File: src/gcgr_defines.vh
// Constants for the global configuration and pin register bank.
// Functional notes
// - Group source codes 00 int, 01 frac, 11 path2.
// - Output halts on own bit or global stop.
// - Pin codes select input, inverted input, low, high.
// - Status output codes 0100 to 0111 drive rules.
// - Pin state bit shows raw pin level.
// - Followed register is 0x40 plus register field.
// - Bit field picks bit 0 to 7.
// - Unimplemented followed bit drives pin low.
// - Pin status and loop enable regs not followable.
// - Reset pin loads slave address defaults and pins.
// - Read-only twelve-bit part code over two registers.
// - Low nibble holds hardware revision from zero.
// - Configured flag clears on resets, sets on write.
// - Interface mode bits capture select pins at release.
// - Test bit captures test pin at release.
// - Autoconfig bits capture three pins at release.
// - Change flag sets on edge, clears on write one.
// - Summary bits OR their interrupt status registers.
// - Global enable low blocks global status bit.
// - Change enable gates flag into interrupt logic.
`ifndef GCGR_DEFINES_VH
`define GCGR_DEFINES_VH
`define GCGR_A_GROUP_SRC   7'h08
`define GCGR_A_HALT1       7'h09
`define GCGR_A_HALT2       7'h0a
`define GCGR_A_PINCFG1     7'h0b
`define GCGR_A_PINCFG2     7'h0c
`define GCGR_A_FOLLOW0     7'h0d
`define GCGR_A_FOLLOW1     7'h0e
`define GCGR_A_FOLLOW2     7'h0f
`define GCGR_A_FOLLOW3     7'h10
`define GCGR_A_SLAVE_ADDR  7'h11
`define GCGR_A_PART_HI     7'h30
`define GCGR_A_PART_LO     7'h31
`define GCGR_A_CFG_STATUS  7'h40
`define GCGR_A_PIN_STATUS  7'h41
`define GCGR_A_IRQ_SUMMARY 7'h42
`define GCGR_A_GLOBAL_ISR  7'h43
`define GCGR_A_INPUT_ISR   7'h44
`define GCGR_A_OUT_ISR1    7'h45
`define GCGR_A_OUT_ISR2    7'h46
`define GCGR_A_LOOP_ISR    7'h47
`define GCGR_STATUS_BASE   7'h40
`define GCGR_SRC_INT       2'h0
`define GCGR_SRC_FRAC      2'h1
`define GCGR_SRC_UNUSED    2'h2
`define GCGR_SRC_PATH2     2'h3
`define GCGR_HALT_BY_REG   4'h1
`define GCGR_PIN_IN        4'h0
`define GCGR_PIN_IN_INV    4'h1
`define GCGR_PIN_LOW       4'h2
`define GCGR_PIN_HIGH      4'h3
`define GCGR_PIN_ST_TRUE   4'h4
`define GCGR_PIN_ST_INV    4'h5
`define GCGR_PIN_ST_OD0    4'h6
`define GCGR_PIN_ST_OD1    4'h7
`define GCGR_SLAVE_DEF_HI  5'h1b
`define GCGR_RST_BYTE      8'h00
`endif

File: src/gcgr_regs.v
// Global configuration, output halt and pin function register bank.
`timescale 1ns/1ps
`include "gcgr_defines.vh"
module gcgr_regs #(
   parameter [11:0] PART_CODE = 12'h5a3, // Arbitrary neutral value.
   parameter [3:0]  REVISION  = 4'h0
) (
   input  wire        i_clk,
   input  wire        i_rst_n,
   input  wire        i_hard_reset_bit,
   input  wire        i_soft_reset_bit,
   input  wire        i_global_stop,
   input  wire        i_reg_wr,
   input  wire        i_reg_rd,
   input  wire [6:0]  i_reg_addr,
   input  wire [7:0]  i_reg_wdata,
   output reg  [7:0]  o_reg_rdata,
   input  wire [1:0]  i_if_sel_pin,
   input  wire [3:0]  i_pin_in,
   output reg  [3:0]  o_pin_out,
   output reg  [3:0]  o_pin_oe,
   input  wire [39:0] i_halt_source_field,
   output reg  [9:0]  o_halt_request,
   output reg  [1:0]  o_group_d_source_sel,
   output reg  [1:0]  o_group_e_source_sel,
   output reg  [1:0]  o_group_f_source_sel,
   input  wire        i_boot_done,
   input  wire [3:0]  i_input_isr,
   input  wire [7:0]  i_out_isr1,
   input  wire [1:0]  i_out_isr2,
   input  wire        i_loop_isr,
   output reg         o_irq_status
);

   // Pin drive for one configuration code; bit 1 is enable, bit 0 level.
   function [1:0] pin_drive;
      input [3:0] code;
      input       fbit;
      begin
         case (code)
            `GCGR_PIN_LOW:     pin_drive = 2'h2;
            `GCGR_PIN_HIGH:    pin_drive = 2'h3;
            `GCGR_PIN_ST_TRUE: pin_drive = {1'b1, fbit};
            `GCGR_PIN_ST_INV:  pin_drive = {1'b1, ~fbit};
            `GCGR_PIN_ST_OD0:  pin_drive = {~fbit, 1'b0};
            `GCGR_PIN_ST_OD1:  pin_drive = {fbit, 1'b0};
            default:           pin_drive = 2'h0;
         endcase
      end
   endfunction

   // Pin synchronisers are left out of reset so straps are valid at release.
   reg  [3:0] pin_meta;
   reg  [3:0] pin_sync;
   reg  [1:0] ifs_meta;
   reg  [1:0] ifs_sync;
   reg  [3:0] pin_prev;
   reg        released;
   reg        hard_prev;
   reg  [7:0] group_src;
   reg  [7:0] halt1;
   reg  [1:0] halt2;
   reg  [7:0] pincfg1;
   reg  [7:0] pincfg2;
   reg  [7:0] follow0;
   reg  [7:0] follow1;
   reg  [7:0] follow2;
   reg  [7:0] follow3;
   reg  [6:0] slave_addr;
   reg        configured_flag;
   reg  [1:0] interface_mode;
   reg        test_mode;
   reg  [2:0] autoconfig_select_bits;
   reg  [3:0] change_flag;
   reg  [3:0] change_irq_en;
   reg        global_irq_enable;

   wire       block_rst = ~i_rst_n | i_hard_reset_bit | i_soft_reset_bit;
   wire       cfg_rst   = ~i_rst_n | i_hard_reset_bit;
   wire       wr_hit_ok = i_reg_wr & ~block_rst;

   wire       output_irq_summary     = |{i_out_isr1, i_out_isr2};
   wire       input_irq_summary      = |i_input_isr;
   wire       synth_loop_irq_summary = i_loop_isr;
   wire       next_irq = global_irq_enable &
                         (output_irq_summary | input_irq_summary |
                          synth_loop_irq_summary |
                          (|(change_flag & change_irq_en)));

   wire [7:0] cfg_status   = {configured_flag, 1'b0, interface_mode,
                              test_mode, autoconfig_select_bits};
   wire [7:0] pin_status   = {change_flag, pin_sync};
   wire [7:0] irq_summary  = {2'h0, output_irq_summary, input_irq_summary,
                              1'b0, synth_loop_irq_summary,
                              global_irq_enable, o_irq_status};
   wire [7:0] global_isr   = {i_boot_done, 3'h0, change_irq_en};

   // Followable status space; pin status at 0x41 and every register not
   // implemented here read as zero, so a pin following them with code 0100 drives low.
   wire [255:0] follow_vec = {
      {24{8'h00}},
      {7'h00, i_loop_isr},
      {6'h00, i_out_isr2},
      i_out_isr1,
      {4'h0, i_input_isr},
      global_isr,
      irq_summary,
      8'h00,
      cfg_status};

   wire       fbit0 = follow_vec[follow0];
   wire       fbit1 = follow_vec[follow1];
   wire       fbit2 = follow_vec[follow2];
   wire       fbit3 = follow_vec[follow3];

   wire [1:0] drv0 = pin_drive(pincfg1[3:0], fbit0);
   wire [1:0] drv1 = pin_drive(pincfg1[7:4], fbit1);
   wire [1:0] drv2 = pin_drive(pincfg2[3:0], fbit2);
   wire [1:0] drv3 = pin_drive(pincfg2[7:4], fbit3);

   wire [9:0] halt_bits = {halt2, halt1};
   reg  [9:0] next_halt;
   reg  [3:0] next_change;
   reg  [7:0] next_rdata;
   integer    k;

   always @* begin
      next_halt = 10'h000;
      for (k = 0; k < 10; k = k + 1) begin
         if (i_halt_source_field[4*k +: 4] == `GCGR_HALT_BY_REG) begin
            next_halt[k] = halt_bits[k] | i_global_stop;
         end
      end
   end

   always @* begin
      next_change = change_flag;
      if (wr_hit_ok && i_reg_addr == `GCGR_A_PIN_STATUS) begin
         next_change = change_flag & ~i_reg_wdata[7:4];
      end
      next_change = next_change | (pin_sync ^ pin_prev);
   end

   always @* begin
      next_rdata = 8'h00;
      if (i_reg_addr == `GCGR_A_GROUP_SRC) begin
         next_rdata = group_src;
      end else if (i_reg_addr == `GCGR_A_HALT1) begin
         next_rdata = halt1;
      end else if (i_reg_addr == `GCGR_A_HALT2) begin
         next_rdata = {6'h00, halt2};
      end else if (i_reg_addr == `GCGR_A_PINCFG1) begin
         next_rdata = pincfg1;
      end else if (i_reg_addr == `GCGR_A_PINCFG2) begin
         next_rdata = pincfg2;
      end else if (i_reg_addr == `GCGR_A_FOLLOW0) begin
         next_rdata = follow0;
      end else if (i_reg_addr == `GCGR_A_FOLLOW1) begin
         next_rdata = follow1;
      end else if (i_reg_addr == `GCGR_A_FOLLOW2) begin
         next_rdata = follow2;
      end else if (i_reg_addr == `GCGR_A_FOLLOW3) begin
         next_rdata = follow3;
      end else if (i_reg_addr == `GCGR_A_SLAVE_ADDR) begin
         next_rdata = {1'b0, slave_addr};
      end else if (i_reg_addr == `GCGR_A_PART_HI) begin
         next_rdata = PART_CODE[11:4];
      end else if (i_reg_addr == `GCGR_A_PART_LO) begin
         next_rdata = {PART_CODE[3:0], REVISION};
      end else if (i_reg_addr[6:5] == 2'h2) begin
         next_rdata = follow_vec[8*i_reg_addr[4:0] +: 8];
         if (i_reg_addr == `GCGR_A_PIN_STATUS) begin
            next_rdata = pin_status;
         end
      end
   end

   always @(posedge i_clk) begin
      pin_meta <= i_pin_in;
      pin_sync <= pin_meta;
      ifs_meta <= i_if_sel_pin;
      ifs_sync <= ifs_meta;
      hard_prev <= i_hard_reset_bit;
   end

   always @(posedge i_clk) begin
      if (!i_rst_n) begin
         released   <= 1'b0;
         slave_addr <= {`GCGR_SLAVE_DEF_HI, 2'h0};
      end else begin
         released <= 1'b1;
         if (!released) begin
            slave_addr[1:0] <= ifs_sync;
         end else if (i_reg_wr && i_reg_addr == `GCGR_A_SLAVE_ADDR) begin
            // Zero is never written by software, so it is not filtered.
            slave_addr <= i_reg_wdata[6:0];
         end
      end
   end

   // Straps are caught in the first cycle after the reset pin is released, and all but
   // interface mode after the hard reset bit; the soft reset bit leaves them alone.
   always @(posedge i_clk) begin
      if (cfg_rst) begin
         // Interface mode follows the reset pin alone, so a hard reset
         // bit cannot lose the host's own interface selection.
         if (!i_rst_n) begin
            interface_mode <= 2'h0;
         end
         test_mode              <= 1'b0;
         autoconfig_select_bits <= 3'h0;
      end else if (!released || hard_prev) begin
         if (!released) begin
            interface_mode <= ifs_sync;
         end
         test_mode              <= pin_sync[3];
         autoconfig_select_bits <= pin_sync[2:0];
      end
   end

   always @(posedge i_clk) begin
      if (block_rst) begin
         configured_flag <= 1'b0;
      end else if (i_reg_wr) begin
         configured_flag <= 1'b1;
      end
   end

   always @(posedge i_clk) begin
      if (block_rst) begin
         group_src         <= `GCGR_RST_BYTE;
         halt1             <= `GCGR_RST_BYTE;
         halt2             <= 2'h0;
         pincfg1           <= `GCGR_RST_BYTE;
         pincfg2           <= `GCGR_RST_BYTE;
         follow0           <= `GCGR_RST_BYTE;
         follow1           <= `GCGR_RST_BYTE;
         follow2           <= `GCGR_RST_BYTE;
         follow3           <= `GCGR_RST_BYTE;
         change_irq_en     <= 4'h0;
         global_irq_enable <= 1'b0;
         change_flag       <= 4'h0;
         pin_prev          <= pin_sync;
      end else begin
         change_flag <= next_change;
         pin_prev    <= pin_sync;
         if (wr_hit_ok) begin
            if (i_reg_addr == `GCGR_A_GROUP_SRC) begin
               group_src <= i_reg_wdata;
            end else if (i_reg_addr == `GCGR_A_HALT1) begin
               halt1 <= i_reg_wdata;
            end else if (i_reg_addr == `GCGR_A_HALT2) begin
               halt2 <= i_reg_wdata[1:0];
            end else if (i_reg_addr == `GCGR_A_PINCFG1) begin
               pincfg1 <= i_reg_wdata;
            end else if (i_reg_addr == `GCGR_A_PINCFG2) begin
               pincfg2 <= i_reg_wdata;
            end else if (i_reg_addr == `GCGR_A_FOLLOW0) begin
               follow0 <= i_reg_wdata;
            end else if (i_reg_addr == `GCGR_A_FOLLOW1) begin
               follow1 <= i_reg_wdata;
            end else if (i_reg_addr == `GCGR_A_FOLLOW2) begin
               follow2 <= i_reg_wdata;
            end else if (i_reg_addr == `GCGR_A_FOLLOW3) begin
               follow3 <= i_reg_wdata;
            end else if (i_reg_addr == `GCGR_A_IRQ_SUMMARY) begin
               global_irq_enable <= i_reg_wdata[1];
            end else if (i_reg_addr == `GCGR_A_GLOBAL_ISR) begin
               change_irq_en <= i_reg_wdata[3:0];
            end
         end
      end
   end

   // Code 10 is ignored so a stray write cannot glitch a clock group.
   always @(posedge i_clk) begin
      if (block_rst) begin
         o_group_d_source_sel <= `GCGR_SRC_INT;
         o_group_e_source_sel <= `GCGR_SRC_INT;
         o_group_f_source_sel <= `GCGR_SRC_INT;
      end else begin
         if (group_src[1:0] != `GCGR_SRC_UNUSED) begin
            o_group_d_source_sel <= group_src[1:0];
         end
         if (group_src[3:2] != `GCGR_SRC_UNUSED) begin
            o_group_e_source_sel <= group_src[3:2];
         end
         if (group_src[5:4] != `GCGR_SRC_UNUSED) begin
            o_group_f_source_sel <= group_src[5:4];
         end
      end
   end

   always @(posedge i_clk) begin
      if (!i_rst_n) begin
         o_reg_rdata    <= 8'h00;
         o_pin_out      <= 4'h0;
         o_pin_oe       <= 4'h0;
         o_halt_request <= 10'h000;
         o_irq_status   <= 1'b0;
      end else begin
         if (i_reg_rd) begin
            o_reg_rdata <= next_rdata;
         end
         o_pin_out      <= {drv3[0], drv2[0], drv1[0], drv0[0]};
         o_pin_oe       <= {drv3[1], drv2[1], drv1[1], drv0[1]};
         o_halt_request <= next_halt;
         o_irq_status   <= next_irq;
      end
   end

endmodule // gcgr_regs

File: config.mk
export PLATFORM = sky130hd
export DESIGN_NAME = gcgr_regs
export DESIGN_NICKNAME = d
export VERILOG_FILES = /design/src/gcgr_regs.v
export VERILOG_INCLUDE_DIRS = /design/src
export SDC_FILE = /design/constraint.sdc
export NUM_CORES = 1
export LEC_CHECK = 0
export BUFFER_PORTS_ARGS = -buffer_cell sky130_fd_sc_hd__buf_2
export CORE_MARGIN = 3
export CORE_UTILIZATION = 50
export DETAILED_ROUTE_END_ITERATION = 16
export GPL_TIMING_DRIVEN = 0
export PLACE_DENSITY_LB_ADDON = 0.15
export SLEW_MARGIN = 20
export SYNTH_ARGS = -nofsm -noshare
export SYNTH_HDL_FRONTEND = slang
export SYNTH_SLANG_ARGS = --single-unit
File: constraint.sdc
create_clock -name i_clk -period 3.4 [get_ports i_clk]
set_input_delay 0.68 -clock i_clk [delete_from_list [all_inputs] [get_ports i_clk]]
set_output_delay 0.68 -clock i_clk [all_outputs]
set_load 0.1 [all_outputs]
After elaboration in Yosys (flattened, before gate mapping)
Index checks and enable logic that the tools add are counted.
Widths: inputs -> output; s select.
- flip-flop bits (word level): 140
- bits of input ports: 84
- output and inout bits: 33
- logic and storage cells: 206
- $lt $le $gt $ge: 4
- equality and inequality tests: 56
- shift-type cells: 1
- muxes and demuxes: 34
- bitwise operators: 38
- reduce and logical (&&, ||, !) cells: 31
- operators with widths (cell ; count):
    $shiftx 256x9->8 ; 1
    $mux 8 ; 14
    $eq 4x3->1 const B ; 16
    $eq 7x4->1 const B ; 8
    $pmux 2 s6 ; 4
    $eq 4x1->1 const B ; 10
    $lt 8x9->1 const B ; 4
    $bmux 1 s8 ; 4
    $eq 4x2->1 const B ; 8
    $reduce_and 2->1 ; 12
    $eq 7x7->1 const B ; 3
    $not 1->1 ; 16
    $or 1x1->1 ; 15
    $eq 7x5->1 const B ; 2
    $eq 7x6->1 const B ; 2
    $mux 2 ; 6
    $reduce_and 12->1 ; 1
    $reduce_and 11->1 ; 1
    $reduce_and 10->1 ; 1
    $reduce_or 10->1 ; 1
    $reduce_and 9->1 ; 1
    $and 4x4->4 ; 2
    $ne 2x2->1 const B ; 4
    $reduce_and 8->1 ; 1
    18 further kinds ; 27

Depth between registers and ports, before layout
Gate-level depths: netlist of run 1.
- word-level depth: 16
- depth in mapped cells: 10
- gate-level depth less buffers: 7

Worst setup path before layout of run 1
OpenSTA, ideal clock, no wires.
- path type: register to register
- start point: register o_irq_status
- end point: register o_pin_out[1]
- setup time: 74 ps
- arrival time: 2596 ps
- data required time: 3326 ps
- slack: 729 ps
- stages on the path, launching flop included: 7
- buffers on the path: 0
- period minus slack after synthesis: 2671 ps
- cell sequence: dfxtp_1 -> a221o_1 -> o2111ai_1 -> nor4b_1 -> or4_4 -> or4b_1 -> a31oi_1
- longest elaborated chain between the ends: 4
- RTL lines (what ; RTL line ; text):
    start: declaration ; gcgr_regs.v:32 ; output reg o_irq_status
    start signal: assignment ; gcgr_regs.v:308 ; o_irq_status <= next_irq;
    $bmux 1 s8 (*) ; gcgr_regs.v:112 ; wire fbit1 = follow_vec[follow1];
    $mux 1 (not written as such) (*) ; gcgr_regs.v:112 ;
    $not 1->1 ; gcgr_regs.v:44 ; `GCGR_PIN_ST_INV: pin_drive = {1'b1, ~fbit};
    $pmux 2 s6 (*) ; gcgr_regs.v:40 ; case (code)
    end signal: assignment ; gcgr_regs.v:305 ; o_pin_out <= {drv3[0], drv2[0], drv1[0], drv0[0]};
    end: declaration ; gcgr_regs.v:20 ; output reg [3:0] o_pin_out,
Mark *: on every way between the ends. The rest lies on a longest branch, timed or not. The select of a mux whose other input is x is not followed.
A chain may end at the register's enable or synchronous reset.

Final worst setup path of run 1
- start point: input port i_reg_addr[0]
- end point: register o_reg_rdata[4]
- longest elaborated chain between the ends: 15
- elaborated cells on any way between the ends: 28
- those cells by class: 13 x eq/ne; 1 x shift; 14 x mux
- RTL lines (what ; RTL line ; text):
    start: declaration ; gcgr_regs.v:15 ; input wire [6:0] i_reg_addr,
    $shiftx 256x9->8 or $eq 7x7->1 (tied branches) ; n/a ;
    $mux 8 ; gcgr_regs.v:172 ; if (i_reg_addr == `GCGR_A_PIN_STATUS) begin
    $mux 8 ; gcgr_regs.v:170 ; end else if (i_reg_addr[6:5] == 2'h2) begin
    $mux 8 ; gcgr_regs.v:168 ; end else if (i_reg_addr == `GCGR_A_PART_LO) begin
    $mux 8 ; gcgr_regs.v:166 ; end else if (i_reg_addr == `GCGR_A_PART_HI) begin
    $mux 8 ; gcgr_regs.v:164 ; end else if (i_reg_addr == `GCGR_A_SLAVE_ADDR) begin
    $mux 8 ; gcgr_regs.v:162 ; end else if (i_reg_addr == `GCGR_A_FOLLOW3) begin
    $mux 8 ; gcgr_regs.v:160 ; end else if (i_reg_addr == `GCGR_A_FOLLOW2) begin
    $mux 8 ; gcgr_regs.v:158 ; end else if (i_reg_addr == `GCGR_A_FOLLOW1) begin
    $mux 8 ; gcgr_regs.v:156 ; end else if (i_reg_addr == `GCGR_A_FOLLOW0) begin
    $mux 8 ; gcgr_regs.v:154 ; end else if (i_reg_addr == `GCGR_A_PINCFG2) begin
    $mux 8 ; gcgr_regs.v:152 ; end else if (i_reg_addr == `GCGR_A_PINCFG1) begin
    $mux 8 ; gcgr_regs.v:150 ; end else if (i_reg_addr == `GCGR_A_HALT2) begin
    $mux 8 ; gcgr_regs.v:148 ; end else if (i_reg_addr == `GCGR_A_HALT1) begin
    $mux 8 (*) ; gcgr_regs.v:146 ; if (i_reg_addr == `GCGR_A_GROUP_SRC) begin
    end signal: assignment ; gcgr_regs.v:303 ; o_reg_rdata <= next_rdata;
    end: declaration ; gcgr_regs.v:17 ; output reg [7:0] o_reg_rdata,
Mark *: on every way between the ends. The rest lies on a longest branch, timed or not.

==> results of run 1 <==
## worst max path at each step
stage / start / endpoint / slack (ns) / depth (start not counted)
2_1_floorplan: o_irq_status / o_pin_out[1] / 0.73 / 6
3_3_place_gp: i_reg_addr[5] / o_reg_rdata[4] / -0.77 / 7
3_5_place_dp: i_reg_addr[2] / o_reg_rdata[4] / -0.22 / 7
4_1_cts: i_reg_addr[2] / o_reg_rdata[4] / 0.18 / 7
5_1_grt: i_reg_addr[6] / follow2[6] / 0.16 / 8
6_report: i_reg_addr[0] / o_reg_rdata[4] / 0.22 / 10
## placed cells by master, fill, tap and decap left out, types with 12 or more instances in the layout
cell type,count
o21ai_0,65
nor2_1,126
clkbuf_1,51
inv_1,23
nand3_1,19
mux2_2,15
mux2i_1,56
o211ai_1,17
nand2_1,113
nand4bb_1,12
mux4_2,13
buf_2,128
dfxtp_1,138
nor3_1,20
clkbuf_16,17
a21oi_1,53
## flip-flops by register name, indices dropped and copies added (netlist names), 7 cells and up
name and flops:
slave_addr 7, group_src 8, pincfg2 8, follow0 8, follow3 8, o_reg_rdata 8
halt1 8, o_halt_request 10, follow1 8, follow2 8, pincfg1 8
## area by class of cell
type	instances	area (um^2)	share of cell area [%]
Timing Repair Buffer	113	566	6.19
Clock inverter	13	153	1.67
Tap cell	184	230	2.52
Inverter	23	86.3	0.944
Sequential cell	140	2820	30.9
Buffer	77	334	3.65
Multi-Input combinational cell	696	4510	49.3
Clock buffer	19	443	4.84
## layer usage
layer / GRT usage (%) / part of all wire [%] / vias up
li1: - / - / 3693
met1: 51.0 / 43 / 3870
met2: 51.1 / 42 / 493
met3: 9.67 / 11 / 82
met4: 13.8 / 3.9 / 2
met5: 2.06 / 0.16 / -
## stage by stage
step,power [mW],setup slack [ns],std cells
6_report,4.01,0.225,1265
5_1_grt,4.10,0.159,1265
4_1_cts,4.01,0.180,1265
3_5_place_dp,2.12,-0.222,1233
3_3_place_gp,2.11,-0.774,1232
2_1_floorplan,1.94,0.729,936
## kinds of logic after synthesis
kind of cell | after synthesis | share of synthesized area [%]
simple gates | 364 | 22.9
compound gates | 237 | 20.1
flops | 140 | 36.5
mux | 87 | 14.2
buf+inv | 100 | 5.43
xor+xnor | 8 | 0.905
## worst max-delay path: cells and delay by family
family	cells	cell delay [ns]
AOI/OAI and AO/OA	5	1.32
buffers and inverters	4	1.11
and+or+nand+nor	1	0.35
## power by group through the flow
stage                     Sequential, mW  Combinational [mW]  Clock, mW
after global placement              1.73               0.384          0
after floorplan                     1.76               0.179          0
after global routing                1.69               0.420       1.99
final                               1.69               0.402       1.92
after CTS                           1.69               0.389       1.93
after detailed placement            1.73               0.386          0
## timing repair
item                                    CTS  global route
endpoints found under the setup margin    0             1
resized for setup                         0             1
hold buffers                              0             0
==> impl_metrics.py, run 1 <==
metrics = {
    "yosys": {
        "synth-seq-area-share_pct": 36.5,
        "synthArstFlopShare_pct": 0,
        "syn_area_per_cell_um2": 8.27,
        "yosys_most_used_dff": "dfxtp_1",
        "synthCells": 936,
        "synth_common_cells": "dfxtp_1 (138), nor2_1 (126), nand2_1 (113)",
        "mappedNetlistArea_mm2": 0.00774,
        "synth_edf_count": 2,
        "synth_area_leaders": "dfxtp_1 (36%), mux2i_1 (7.2%), nor2_1 (6.1%), nand2_1 (5.5%), o21ai_0 (4.2%)",
        "yosysWarnings": 0,
        "ys_types": 72,
        "yosysMostFrequentCell": "dfxtp_1",
        "yosysTopAreaCell": "dfxtp_1",
        "synth_top_area_share_pct": 35.7,
        "synth_fp_nets": 1020,
        "synth_seq_cells": 140,
    },
    "global_routing": {
        "grt_pass1_wl_mm": 44.7,
        "grt_overflow": 0,
        "antenna_found_initial": 0,
        "grt_max_degree": 17,
        "grt_pass1_vias": 7233,
        "globalRouteTotalUtil_pct": 35.7,
    },
    "finish": {
        "syn2layout_area_growth_pct": 18.1,
        "diodes": 0,
        "num-fill-cells": 1357,
        "utilization_pct": 61.7,
        "nets": 1152,
        "final_cell_area_mm2": 0.00914,
        "drive_above_1_share_pct": 19.4,
    },
    "cts": {
        "htreeDepth": 4,
        "insertion_delay_ns": 0.44,
        "clk_pin_slew_ns": 0.06,
        "cts_buffers": 17,
        "post-cts-setup-buffers": 0,
        "cts_tree": "yes",
        "clockBufferDepth": 2,
        "root_buffer": "clkbuf_16",
        "numClockSinks": 140,
    },
    "sta": {
        "finalCritPeriodShare_pct": 93.4,
        "max_freq_mhz": 315,
        "skew_ns": 0.00934,
        "slew_viol_final": 0,
        "rsz0062_at_grt": "false",
        "slew_headroom_pct": 24.8,
        "worst_pin_slew_ns": 1.13,
        "period_needed_ns": 3.18,
        "whs_ns": 0.326,
        "hold_viol": 0,
        "setup_tns_ns": 0,
        "setup_viol": 0,
    },
    "critical_path": {
        "cp.required_ns": 3.69,
        "reg2reg_to": "o_pin_out[0]",
        "cp-end-kind": "flop",
        "arrival_ns": 3.47,
        "rrSetupSlack_ns": 0.50,
        "rr_worst_depth": 7,
        "cp_common_cell": "buf_2",
        "crit_chain": "buf_2, buf_2, buf_1, inv_1, nand2_1, o32ai_1, a221oi_1, o311ai_1, o311ai_0, a31oi_1",
        "cp_slowest_cell": "a221oi_1",
        "cp_max_fo": 10,
        "critical-path-max-stage-delay_ns": 0.53,
        "start_kind": "input pin",
        "worstSetupPathType": "in -> reg",
        "regToRegStartpoint": "follow0[2]",
    },
    "placement": {
        "placed_cell_area_mm2": 0.00855,
        "dp_hpwl_mm": 22.0,
        "numPortBuffers": 112,
        "routabilityCongestion": 0.996,
    },
    "floorplanning": {
        "row_count": 44,
        "start_util_pct": 52.3,
        "coreArea_mm2": 0.0148,
        "floorplan.die_area_mm2": 0.0170,
        "fp.dieW_um": 130,
        "ioPinCount": 117,
        "fp.dieH_um": 130,
    },
    "flow_run": {
        "max_cap_violations": 0,
    },
    "detailed_routing": {
        "via_per_inst": 6.43,
        "drtPass1Iterations": 6,
        "first_iter_violations": 1103,
        "wl_per_cell_um": 24.2,
        "wl_mm": 30.6,
        "postRouteAntennaNets": 0,
        "dr_total_vias": 8140,
        "drc": 0,
    },
    "run_status": {
        "status": "completed",
    },
    "worst_hold_path": {
        "hold_path_class": "reg -> reg",
        "hold_end": "pin_sync[3]",
        "hold_path_startpoint": "pin_meta[3]",
        "hold_depth": 0,
    },
    "power": {
        "power.density_mw_per_mm2": 439,
        "p_sw_share_pct": 27.5,
        "p_switching_mw": 1.10,
        "pwr-share-seq_pct": 42.2,
        "power_frac_clock_pct": 47.8,
        "pwr-share-comb_pct": 10.0,
        "p_leak_nw": 3.48,
        "vdd_drop_max_v": 0.000646,
        "p_int_mw": 2.91,
    },
}
Note: power is estimated with default switching activity, not from simulation.
==> run 2, diff against run 1 <==
- CELL_PAD_IN_SITES_DETAIL_PLACEMENT: unset -> 1
- CELL_PAD_IN_SITES_GLOBAL_PLACEMENT: unset -> 2
- CORE_UTILIZATION: 50 -> 34
- clock period: 3.4 -> 3.15 ns (I/O delays scaled with it)
==> run 2 against run 1 <==
Against the previous run:
- worst hold slack worse by 0.033 ns
- clock-buffer cell count is the same
- first-iteration DRC count fell by 40%
- final area up 1.6%
- die area up 45%
- core utilization fell by 20 points
- highest routed layer is now met4
- critical endpoint is now o_pin_oe[2]
- combinational power increased by 11%
- global-route usage down 7.5 points
- largest cell class unchanged
- sequential cell count stayed put
==> impl_metrics.py, run 2 (synthesis results as in run 1) <==
metrics = {
    "run_status": {
        "status": "completed",
    },
    "sta": {
        "skew_ns": 0.0124,
        "max_freq_mhz": 327,
        "worst_pin_slew_ns": 1.14,
        "slew_headroom_pct": 24.3,
        "setup_slack_ns": 0.0915,
        "setup_viol": 0,
        "rsz0062_at_grt": "true",
        "slew_viol_final": 0,
        "finalCritPeriodShare_pct": 97.1,
        "hold_viol": 0,
        "period_needed_ns": 3.06,
    },
    "cts": {
        "hold_buffers": 0,
        "clockBufferDepth": 2,
        "root_buffer": "clkbuf_16",
        "cts_tree": "yes",
        "numClockSinks": 140,
        "cts_buffers": 17,
        "insertion_delay_ns": 0.43,
        "clk_pin_slew_ns": 0.07,
        "htreeDepth": 4,
    },
    "critical_path": {
        "worstSetupPathType": "reg -> reg",
        "arrival_ns": 3.39,
        "cp.required_ns": 3.48,
        "cp_max_fo": 10,
        "cp-end-kind": "flop",
        "start_kind": "flop",
    },
    "floorplanning": {
        "row_count": 54,
        "fp.dieH_um": 157,
        "floorplan.die_area_mm2": 0.0246,
        "start_util_pct": 35.0,
        "coreArea_mm2": 0.0221,
        "fp.dieW_um": 157,
        "ioPinCount": 117,
    },
    "finish": {
        "largest-register": "o_halt_request",
        "mostFrequentLayoutCells": "dfxtp_1 (138), buf_2 (128), nor2_1 (125)",
        "final_cells": 1362,
        "layout_commonest_cell": "dfxtp_1",
        "diodes": 0,
        "drive_above_1_share_pct": 20.0,
        "utilization_pct": 42.0,
        "nets": 1153,
        "syn2layout_area_growth_pct": 20.0,
        "largest_reg_flops": 10,
    },
    "power": {
        "power.density_mw_per_mm2": 471,
        "p_switching_mw": 1.22,
        "vdd_drop_max_v": 0.000360,
        "p_int_mw": 3.15,
        "pwr-share-seq_pct": 41.8,
        "power_frac_clock_pct": 48.0,
        "total_power_mw": 4.37,
        "pwr-share-comb_pct": 10.2,
        "p_sw_share_pct": 28.0,
        "p_leak_nw": 3.50,
    },
    "placement": {
        "post-place-ws_ns": -0.505,
        "numPortBuffers": 112,
        "dp_hpwl_mm": 25.5,
        "routabilityCongestion": 0.955,
        "placedCellCount": 1330,
    },
    "global_routing": {
        "globalRouteTotalUtil_pct": 28.2,
        "grt_pass1_wl_mm": 51.7,
        "grt_overflow": 0,
        "antenna_found_initial": 0,
        "grt_pass1_vias": 7988,
        "grt_max_degree": 17,
    },
    "detailed_routing": {
        "wl_mm": 34.8,
        "via_per_inst": 5.94,
        "wl_per_cell_um": 25.5,
        "drc": 0,
        "dr_total_vias": 8087,
        "drtPass1Iterations": 5,
        "postRouteAntennaNets": 0,
        "first_iter_violations": 661,
    },
    "worst_hold_path": {
        "hold_path_class": "in -> reg",
    },
    "flow_run": {
        "max_cap_violations": 0,
    },
}
## run 2: worst paths after layout
check                   start          end  slack, ns  depth (start not counted)
setup / recovery   follow2[2]  o_pin_oe[2]       0.09                          7
hold / removal    i_pin_in[1]  pin_meta[1]       0.29                          1
setup reg to reg   follow2[2]  o_pin_oe[2]       0.09                          7
hold reg to reg   pin_meta[0]  pin_sync[0]       0.33                          0
## run 2: cell type report
type                    count  area (um^2)
repair buffers            114          573
plain buffers              77          338
multi-input cells         696         4520
flip-flops and latches    140         2820
clock inverters            13          156
clock buffers              19          443
well taps                 280          350
inverters                  23         86.3
fillers                  2683        12800
## run 2: metrics by stage
stage | hold WS [ns] | TNS (ns) | instance area (um^2)
after detailed placement | 0.313 | -8.42 | 8670
after CTS | 0.287 | 0 | 9280
after floorplan | 0.310 | 0 | 7740
after global placement | 0.310 | -11.42 | 8650
after global routing | 0.282 | -0.324 | 9290
final | 0.294 | 0 | 9290
## run 2: timing repair
item / in CTS / in global routing
endpoints found under the setup margin: 1 / 24
resized for setup: 1 / 4
buffers inserted: 0 / 0
## run 2: worst max-delay path, cell delays in order (launching register included)
cell	delay (ns)
dfxtp_1	0.43
clkbuf_1	0.46
nor2_1	0.10
a2111oi_0	0.46
a311oi_1	0.16
a2111oi_2	0.94
xor2_1	0.13
a211oi_1	0.27
## run 2: metal layers
metal / vias to the layer above / wire (um) / track usage [%]
met2: 319 / 15600 / 43.6
li1: 3675 / - / -
met1: 4045 / 15800 / 39.5
met5: - / 0 / 0
met3: 48 / 2460 / 6.44
met4: 0 / 847 / 7.84
## run 2: power groups by stage
stage	combinational [mW]	clock, mW	sequential, mW
3_3_place_gp	0.434	0	1.87
6_report	0.447	2.10	1.83
2_1_floorplan	0.193	0	1.90
3_5_place_dp	0.436	0	1.87
5_1_grt	0.472	2.20	1.83
4_1_cts	0.438	2.13	1.83
